==> src/msr_pkg.sv <==
/*
 master status and terminal reset register: shared constants.
 assumes a host port decoder that presents word-wide register accesses.
*/
package msr_pkg;
	localparam logic [15:0] MSR_ADDR_CONFIG = 16'h0000;
	localparam logic [15:0] MSR_ADDR_STATUS = 16'h0001;
	localparam logic [15:0] MSR_RESET_VAL = 16'h0000;
	localparam int MSR_BIT_READY = 15;
	localparam int MSR_BIT_STRAP = 13;
	localparam int MSR_BIT_RESET_REQ = 10;
	localparam int MSR_BIT_MIP = 9;
	localparam int MSR_BIT_RUN = 8;
	localparam int MSR_BIT_START_EXEC = 4;
	typedef enum logic [1:0] {
		MSR_IDLE = 2'b00,
		MSR_CLEAR_START = 2'b01,
		MSR_ACTIONS = 2'b10
	} msr_state_t;
endpackage : msr_pkg

==> src/msr_master_status.sv <==
/*
 upper byte of the master status and terminal reset register, with ready
 generation and host access gating.
 assumes rst is the master reset pin, active high; auto-init, self-test and
 controller status come from logic on sys_clk; strap comes from a pin.
*/
`timescale 1ns/1ps
module msr_master_status (
	// clock and reset
	input wire logic sys_clk,
	input wire logic rst,
	// pins
	input wire logic auto_init_strap,
	output logic ready_pin,
	// host register port
	input wire logic host_rd,
	input wire logic host_wr,
	input wire logic [15:0] host_addr,
	input wire logic [15:0] host_wdata,
	output logic [15:0] host_rdata,
	output logic host_access_en,
	// device status
	input wire logic auto_init_busy,
	input wire logic self_test_busy,
	input wire logic controller_msg_in_progress,
	input wire logic controller_running,
	// terminal soft reset
	output logic terminal_start_execution_clr,
	output logic terminal_reset_start,
	input wire logic terminal_reset_done,
	// low status byte from elsewhere
	input wire logic [7:0] status_low
);
	logic strap_sync;
	logic strap_q;
	logic strap_taken_q;
	logic [1:0] strap_settle_q;
	logic start_q;
	logic req_q;
	logic ready_q;
	logic mip_q;
	logic run_q;
	logic [15:0] reg_val;
	msr_pkg::msr_state_t state_q;
	msr_pkg::msr_state_t state_d;

	msr_sync u_strap_sync (
		.sys_clk(sys_clk),
		.rst(rst),
		.async_in(auto_init_strap),
		.sync_out(strap_sync)
	);

	function automatic logic addr_is_status(input logic [15:0] a);
		addr_is_status = (a == msr_pkg::MSR_ADDR_STATUS);
	endfunction : addr_is_status

	function automatic logic wr_hit(input logic wr, input logic [15:0] a);
		wr_hit = wr && addr_is_status(a);
	endfunction : wr_hit

	// the synchroniser needs two edges to fill after release
	always_ff @(posedge sys_clk or posedge rst) begin
		if (rst) begin
			strap_settle_q <= 2'h0;
		end else begin
			strap_settle_q <= {strap_settle_q[0], 1'b1};
		end
	end

	// strap caught once after release; async reset may only load a constant
	always_ff @(posedge sys_clk or posedge rst) begin
		if (rst) begin
			strap_q <= 1'b0;
			strap_taken_q <= 1'b0;
		end else if (strap_settle_q[1] && !strap_taken_q) begin
			strap_q <= strap_sync;
			strap_taken_q <= 1'b1;
		end
	end

	// soft reset sequencer
	always_comb begin
		state_d = state_q;
		case (state_q)
			msr_pkg::MSR_IDLE: begin
				if (ready_q && wr_hit(host_wr, host_addr)
						&& host_wdata[msr_pkg::MSR_BIT_RESET_REQ]) begin
					state_d = msr_pkg::MSR_CLEAR_START;
				end
			end
			msr_pkg::MSR_CLEAR_START: state_d = msr_pkg::MSR_ACTIONS;
			msr_pkg::MSR_ACTIONS: begin
				if (terminal_reset_done) begin
					state_d = msr_pkg::MSR_IDLE;
				end
			end
			default: state_d = msr_pkg::MSR_IDLE;
		endcase
	end

	always_ff @(posedge sys_clk or posedge rst) begin
		if (rst) begin
			state_q <= msr_pkg::MSR_IDLE;
		end else begin
			state_q <= state_d;
		end
	end

	always_ff @(posedge sys_clk or posedge rst) begin
		if (rst) begin
			req_q <= 1'b0;
		end else begin
			req_q <= (state_d != msr_pkg::MSR_IDLE);
		end
	end

	// actions start one cycle after the start-execution clear, never with it
	always_ff @(posedge sys_clk or posedge rst) begin
		if (rst) begin
			start_q <= 1'b0;
		end else begin
			start_q <= (state_q == msr_pkg::MSR_CLEAR_START);
		end
	end

	assign terminal_start_execution_clr = (state_q == msr_pkg::MSR_CLEAR_START);
	assign terminal_reset_start = start_q;

	// ready: low while any initialisation activity runs
	always_ff @(posedge sys_clk or posedge rst) begin
		if (rst) begin
			ready_q <= 1'b0;
		end else begin
			ready_q <= !(auto_init_busy || self_test_busy
				|| (state_d != msr_pkg::MSR_IDLE));
		end
	end

	// mip mirrored, run set while running or mip; source drops mip only after buffer updates
	always_ff @(posedge sys_clk or posedge rst) begin
		if (rst) begin
			mip_q <= 1'b0;
		end else begin
			mip_q <= controller_msg_in_progress;
		end
	end

	always_ff @(posedge sys_clk or posedge rst) begin
		if (rst) begin
			run_q <= 1'b0;
		end else begin
			run_q <= controller_running || controller_msg_in_progress;
		end
	end

	// contents never touched by soft reset; writes to read-only bits dropped
	always_comb begin
		reg_val = msr_pkg::MSR_RESET_VAL;
		reg_val[msr_pkg::MSR_BIT_READY] = ready_q;
		reg_val[msr_pkg::MSR_BIT_STRAP] = strap_q;
		reg_val[msr_pkg::MSR_BIT_RESET_REQ] = req_q;
		reg_val[msr_pkg::MSR_BIT_MIP] = mip_q;
		reg_val[msr_pkg::MSR_BIT_RUN] = run_q;
		reg_val[7:0] = status_low;
	end

	assign ready_pin = ready_q;
	assign host_access_en = ready_q;

	always_ff @(posedge sys_clk or posedge rst) begin
		if (rst) begin
			host_rdata <= msr_pkg::MSR_RESET_VAL;
		end else if (host_rd) begin
			if (!ready_q || addr_is_status(host_addr)) begin
				host_rdata <= reg_val;
			end else begin
				host_rdata <= msr_pkg::MSR_RESET_VAL;
			end
		end
	end
endmodule : msr_master_status

==> src/msr_sync.sv <==
/*
 two-flop synchroniser for asynchronous pin levels.
 assumes the destination clock is sys_clk.
*/
`timescale 1ns/1ps
module msr_sync (
	// clock and reset
	input wire logic sys_clk,
	input wire logic rst,
	// level
	input wire logic async_in,
	output logic sync_out
);
	logic meta_q;
	always_ff @(posedge sys_clk or posedge rst) begin
		if (rst) begin
			meta_q <= 1'b0;
			sync_out <= 1'b0;
		end else begin
			meta_q <= async_in;
			sync_out <= meta_q;
		end
	end
endmodule : msr_sync
==> config.mk <==
export PLATFORM = sky130hd
export DESIGN_NAME = msr_master_status
export DESIGN_NICKNAME = d
export VERILOG_FILES = /design/src/msr_pkg.sv /design/src/msr_master_status.sv /design/src/msr_sync.sv
export SDC_FILE = /design/constraint.sdc
export NUM_CORES = 1
export LEC_CHECK = 0
export BUFFER_PORTS_ARGS = -buffer_cell sky130_fd_sc_hd__buf_2
export CAP_MARGIN = 40
export CORE_ASPECT_RATIO = 1.2
export CORE_MARGIN = 4
export CORE_UTILIZATION = 39
export CTS_BUF_LIST = sky130_fd_sc_hd__clkbuf_2
export DETAILED_ROUTE_END_ITERATION = 12
export GPL_TIMING_DRIVEN = 0
export PLACE_DENSITY = 0.77
export SETUP_SLACK_MARGIN = 0.1
export SYNTH_ARGS = -nofsm -noshare
export SYNTH_HDL_FRONTEND = slang
export SYNTH_HIERARCHICAL = 1
export SYNTH_SLANG_ARGS = --single-unit
==> constraint.sdc <==
create_clock -name sys_clk -period 0.9 [get_ports sys_clk]
set_input_delay 0.135 -clock sys_clk [delete_from_list [all_inputs] [get_ports sys_clk]]
set_output_delay 0.135 -clock sys_clk [all_outputs]
set_load 0.01 [all_outputs]
# Yosys cells after proc, flatten, opt, wreduce, memory -nomap -nowiden
# Cells that the tools add are included.
# word_totals
register_bits	29
inputBits	50
out_inout_bits	20
elab_cells	32
# classes
eq_ne	3
n_mux	4
reduce_logical	13
# op_table
cell	count
16-bit by 1-bit == test with 1-bit output, second input constant	1
16-bit 2-to-1 mux	1
2-bit case mux with 3 select lines	1
1-bit logical AND	4
1-bit logical OR	4
2-bit 2-to-1 mux	2
1-bit zero test	3
2-bit by 1-bit == test with 1-bit output, second input constant	1
2-bit == test, second input constant	1
2-bit zero test	1
2-bit nonzero test	1

# Depth between registers and ports, before layout
# depth
ltp_word	9
mapped_depth	5
depth_no_buf	3

# Modules after synthesis
# The synthesis kept the hierarchy.
# by_module_without_submodules
module	instances	cells_per_inst	area_each_um2	seq_area_each_um2
msr_master_status	1	81	1066.0	600.6
msr_sync	1	3	53.8	50.0

# Least setup slack after synthesis
# Ideal clock, no wire load.
# synth_path
kind	register -> register
from	register ready_q, in the netlist host_access_en
to	register host_rdata[13]
setup_ns	0.123
arrival_time_ns	0.931
required_time_ns	0.777
slack_ns	-0.153
path_stages_with_launch	5
n_path_buf	1
synth_period_minus_slack_ns	1.053
cell_sequence	dfrtp_1 -> nand2_1 -> a41oi_2 -> buf_6 -> nor2_4
# synth_via
elab_chain_cells	3
# synth_lines
element	line_no	source
start: declaration	msr_master_status.sv:40	logic ready_q;
start signal: assignment	msr_master_status.sv:135	ready_q <= !(auto_init_busy || self_test_busy
1-bit zero test	msr_master_status.sv:175	if (!ready_q || addr_is_status(host_addr)) begin
1-bit logical OR	msr_master_status.sv:175	
16-bit 2-to-1 mux	msr_master_status.sv:175	
end signal: assignment	msr_master_status.sv:173	host_rdata <= msr_pkg::MSR_RESET_VAL;
end signal: assignment	msr_master_status.sv:176	host_rdata <= reg_val;
end signal: assignment	msr_master_status.sv:178	host_rdata <= msr_pkg::MSR_RESET_VAL;
end: declaration	msr_master_status.sv:20	output logic [15:0] host_rdata,
# Every way passes these cells.
# A chain may end at the register's enable or synchronous reset.

# Final worst setup path
# layout_path
from	register state_q[1]
to	output port terminal_start_execution_clr
# layout_via
elab_chain_cells	1
# layout_lines
element	line_no	source
start: declaration	msr_master_status.sv:44	msr_pkg::msr_state_t state_q;
start signal: assignment	msr_master_status.sv:104	state_q <= msr_pkg::MSR_IDLE;
start signal: assignment	msr_master_status.sv:106	state_q <= state_d;
2-bit by 1-bit == test with 1-bit output	msr_master_status.sv:127	assign terminal_start_execution_clr = (state_q == msr_pkg::MSR_CLEAR_START);
end: declaration	msr_master_status.sv:28	output logic terminal_start_execution_clr,
# Every way passes these cells.

==> results.cfg <==
[placement]
dp_hpwl_um = 1820
buffer_ports.inserted = 50
preCtsSetupSlack_ns = -0.267
gp_congestion = 0.730

[routing]
drc_errors = 0
met3_length_um = 189
routedWlPerCell_um = 12.5
maxUsedRoutingLayer = met4
drtIter0Drc = 15
finalWirelength_um = 2350
drtPass1Iterations = 2
route.vias.total = 855
detailroute.wirelength.met2_um = 1270
drt-vias-per-instance = 4.55
met1Wirelength_um = 884
final_antenna_net_count = 0

[logic_synthesis]
synthDistinctLibCells = 22
synth-seq-area-share = 0.581
synth.cell_area_sq_mm = 0.00112
synth_cells = 84
yosysWarnings = 6
synthesis.area_per_instance_sq_um = 13.3
number_of_flip_flops_and_latches_in_the_synthesized_netlist = 26

[grt]
grt_antenna_before_repair = 0
grt-ovfl-total = 0
global_route_wire_length_before_repair_um = 3840
via_count_of_the_first_global_routing_pass = 910
grt_max_degree = 15
global_route.usage.total = 0.130

[floorplanning]
dieWidth_um = 56.9
fp.dieH_um = 66.7
num_rows = 21
initial_utilization = 0.402
design.portCount = 70
core-area_sq_mm = 0.00279
die-area_sq_mm = 0.00380

[min_path]
worstHoldPathType = in -> reg

[critical_path]
critPathKind = reg -> out
required_time_reported_for_the_critical_path_endpoint_ns = 0.76
end_kind = primary output
worstPathArrival_ns = 1.04
startpoint_type = register
worst_path_max_delay_cell = sky130_fd_sc_hd__dfrtp_1
cp_cell_sequence = nor2b_4, buf_6
critical_path.max_stage_delay_ns = 0.47
largest_fanout_on_the_critical_path = 2

[finish]
drive_gt1_frac = 0.597
largest_register_ffs = 13
layout.cells.most_common = sky130_fd_sc_hd__buf_2
diodes = 0
final.fill_count = 240
area_growth_pct = 44.5
final_net_count = 205
top_regs = host_rdata (13), state_q (2), strap_settle_q (2)
top_register = host_rdata
layout_common_cells = 49 x sky130_fd_sc_hd__buf_2, 26 x sky130_fd_sc_hd__dfrtp_1, 12 x sky130_fd_sc_hd__mux2i_1

[timing]
rsz0062_at_grt = yes
fin_tns_setup_ns = -5.65
finalSetupViolCount = 34
final_max_slew_viol_count = 0
finalWorstPathRequiredPeriod_ns = 1.18
max_freq_mhz = 850
finalWorstSetupSlack_ns = -0.276
hold_viol_final = 0
final_min_period_over_clock_period = 1.31
worst_clk_skew_ns = 0.00501

[clocking]
tritoncts = built
insertion_delay_ns = 0.32
cts-root-to-sink-buffers = 2
htree_num_levels = 1
numCtsBuffers = 3
clock_tree.root_cell = sky130_fd_sc_hd__clkbuf_2
clk_transition_reported_paths_ns = 0.21
clock_sink_count = 26

[run_status]
outcome = complete, but fails checks
violations = negative setup slack

[power_and_ir_drop]
power_density_mw_per_mm2 = 1310
leakage_uw = 0.000843
irDropWorstVdd_mv = 0.970

[flow_run]
drv_cap = 0
==> cells in the mapped netlist <==
| library cell | count | area, sq um |
|---|---|---|
| sky130_fd_sc_hd__mux2_2 | 1 | 11.3 |
| sky130_fd_sc_hd__inv_1 | 4 | 15.0 |
| sky130_fd_sc_hd__nor2_1 | 6 | 22.5 |
| sky130_fd_sc_hd__conb_1 | 2 | 7.51 |
| sky130_fd_sc_hd__nor4_4 | 3 | 63.8 |
| sky130_fd_sc_hd__o22ai_1 | 1 | 6.26 |
| sky130_fd_sc_hd__nand2_1 | 1 | 3.75 |
| sky130_fd_sc_hd__nand4_1 | 2 | 12.5 |
| sky130_fd_sc_hd__or2_2 | 2 | 12.5 |
| sky130_fd_sc_hd__buf_2 | 2 | 10.0 |
| sky130_fd_sc_hd__mux2i_1 | 12 | 120 |
| sky130_fd_sc_hd__buf_4 | 4 | 30.0 |
| sky130_fd_sc_hd__a41oi_2 | 1 | 16.3 |
| sky130_fd_sc_hd__o21ai_1 | 1 | 5.00 |
| sky130_fd_sc_hd__dfrtp_1 | 26 | 651 |
| sky130_fd_sc_hd__nor3b_1 | 1 | 7.51 |
| sky130_fd_sc_hd__nor2_4 | 1 | 11.3 |
| sky130_fd_sc_hd__nor2b_1 | 2 | 12.5 |
| sky130_fd_sc_hd__o211a_1 | 1 | 10.0 |
| sky130_fd_sc_hd__nor4b_4 | 1 | 23.8 |
| sky130_fd_sc_hd__buf_6 | 1 | 11.3 |
| sky130_fd_sc_hd__nor2_2 | 9 | 56.3 |
==> path summary, 6_finish.rpt <==
path | startpoint | end | slack, ns | depth (start not counted)
min in group asynchronous | rst | u_strap_sync/meta_q$_DFF_PP0_ | 0.16 | 3
setup / recovery | state_q[1]$_DFF_PP0_ | terminal_start_execution_clr | -0.28 | 2
setup reg to reg | state_q[0]$_DFF_PP0_ | host_access_en$_DFF_PP0_ | -0.23 | 4
hold / removal | auto_init_busy | host_access_en$_DFF_PP0_ | 0.04 | 3
max in group asynchronous | rst | host_rdata[15]$_DFFE_PP0P_ | 0.16 | 4
hold reg to reg | u_strap_sync/meta_q$_DFF_PP0_ | u_strap_sync/sync_out$_DFF_PP0_ | 0.38 | 0
==> cell families after synthesis <==
| logic type | count (synthesis) | synth area share |
|---|---|---|
| AND/OR/NAND/NOR | 28 | 0.202 |
| AO/OA/AOI/OAI | 4 | 0.0335 |
| other | 2 | 0.00671 |
| flip-flops | 26 | 0.581 |
| buffers and inverters | 11 | 0.0592 |
| multiplexers | 13 | 0.117 |
==> through the flow <==
step                utilization  hold WS (ns)  area, sq um  std cells  total power [uW]
finish                    0.581        0.0404         1620        188              2120
global route              0.581        0.0127         1620        188              2270
CTS                       0.568        0.0141         1580        186              2150
detailed placement        0.517      -0.00337         1440        171              1700
global placement          0.512      -0.00552         1430        170              1670
floorplan                     -        -0.124         1130         86              1500
==> cell type report <==
type / instances / area (sq um) / share of cell area
sequential: 26 / 651 / 0.402
timing repair buffer: 64 / 399 / 0.247
clock buffer: 3 / 15.0 / 0.00928
tap: 34 / 42.5 / 0.0263
buffer: 7 / 55.1 / 0.0340
clock inverter: 1 / 3.75 / 0.00232
multi-input combinational: 49 / 437 / 0.270
inverter: 4 / 15.0 / 0.00928
==> per-layer routing <==
metal  track usage  vias up
met5             0        -
met3        0.0291        2
met1         0.135      411
met4        0.0522        0
met2         0.249       32
li1              -      410
==> timing repair <==
| action | CTS | global route |
|---|---|---|
| buffers inserted | 6 | 2 |
| hold endpoints to repair | 15 | 0 |
| hold buffers | 4 | 0 |
| gates resized for setup | 8 | 5 |
| pin swaps | 3 | 0 |
| cloned | 1 | 0 |
| setup endpoints to repair | 34 | 35 |
==> worst max-delay path: cells and delay by family (launching register included) <==
kind / cells / cell delay, ns
buffers and inverters: 1 / 0.11
flip-flops: 1 / 0.47
AND/OR/NAND/NOR: 1 / 0.14
==> where the power goes <==
part | internal [uW] | switching, uW
Combinational | 232 | 201
Sequential | 1250 | 40.0
Clock | 96.6 | 305
Total | 1570 | 547
No activity file was read; power rests on OpenSTA's default activity.
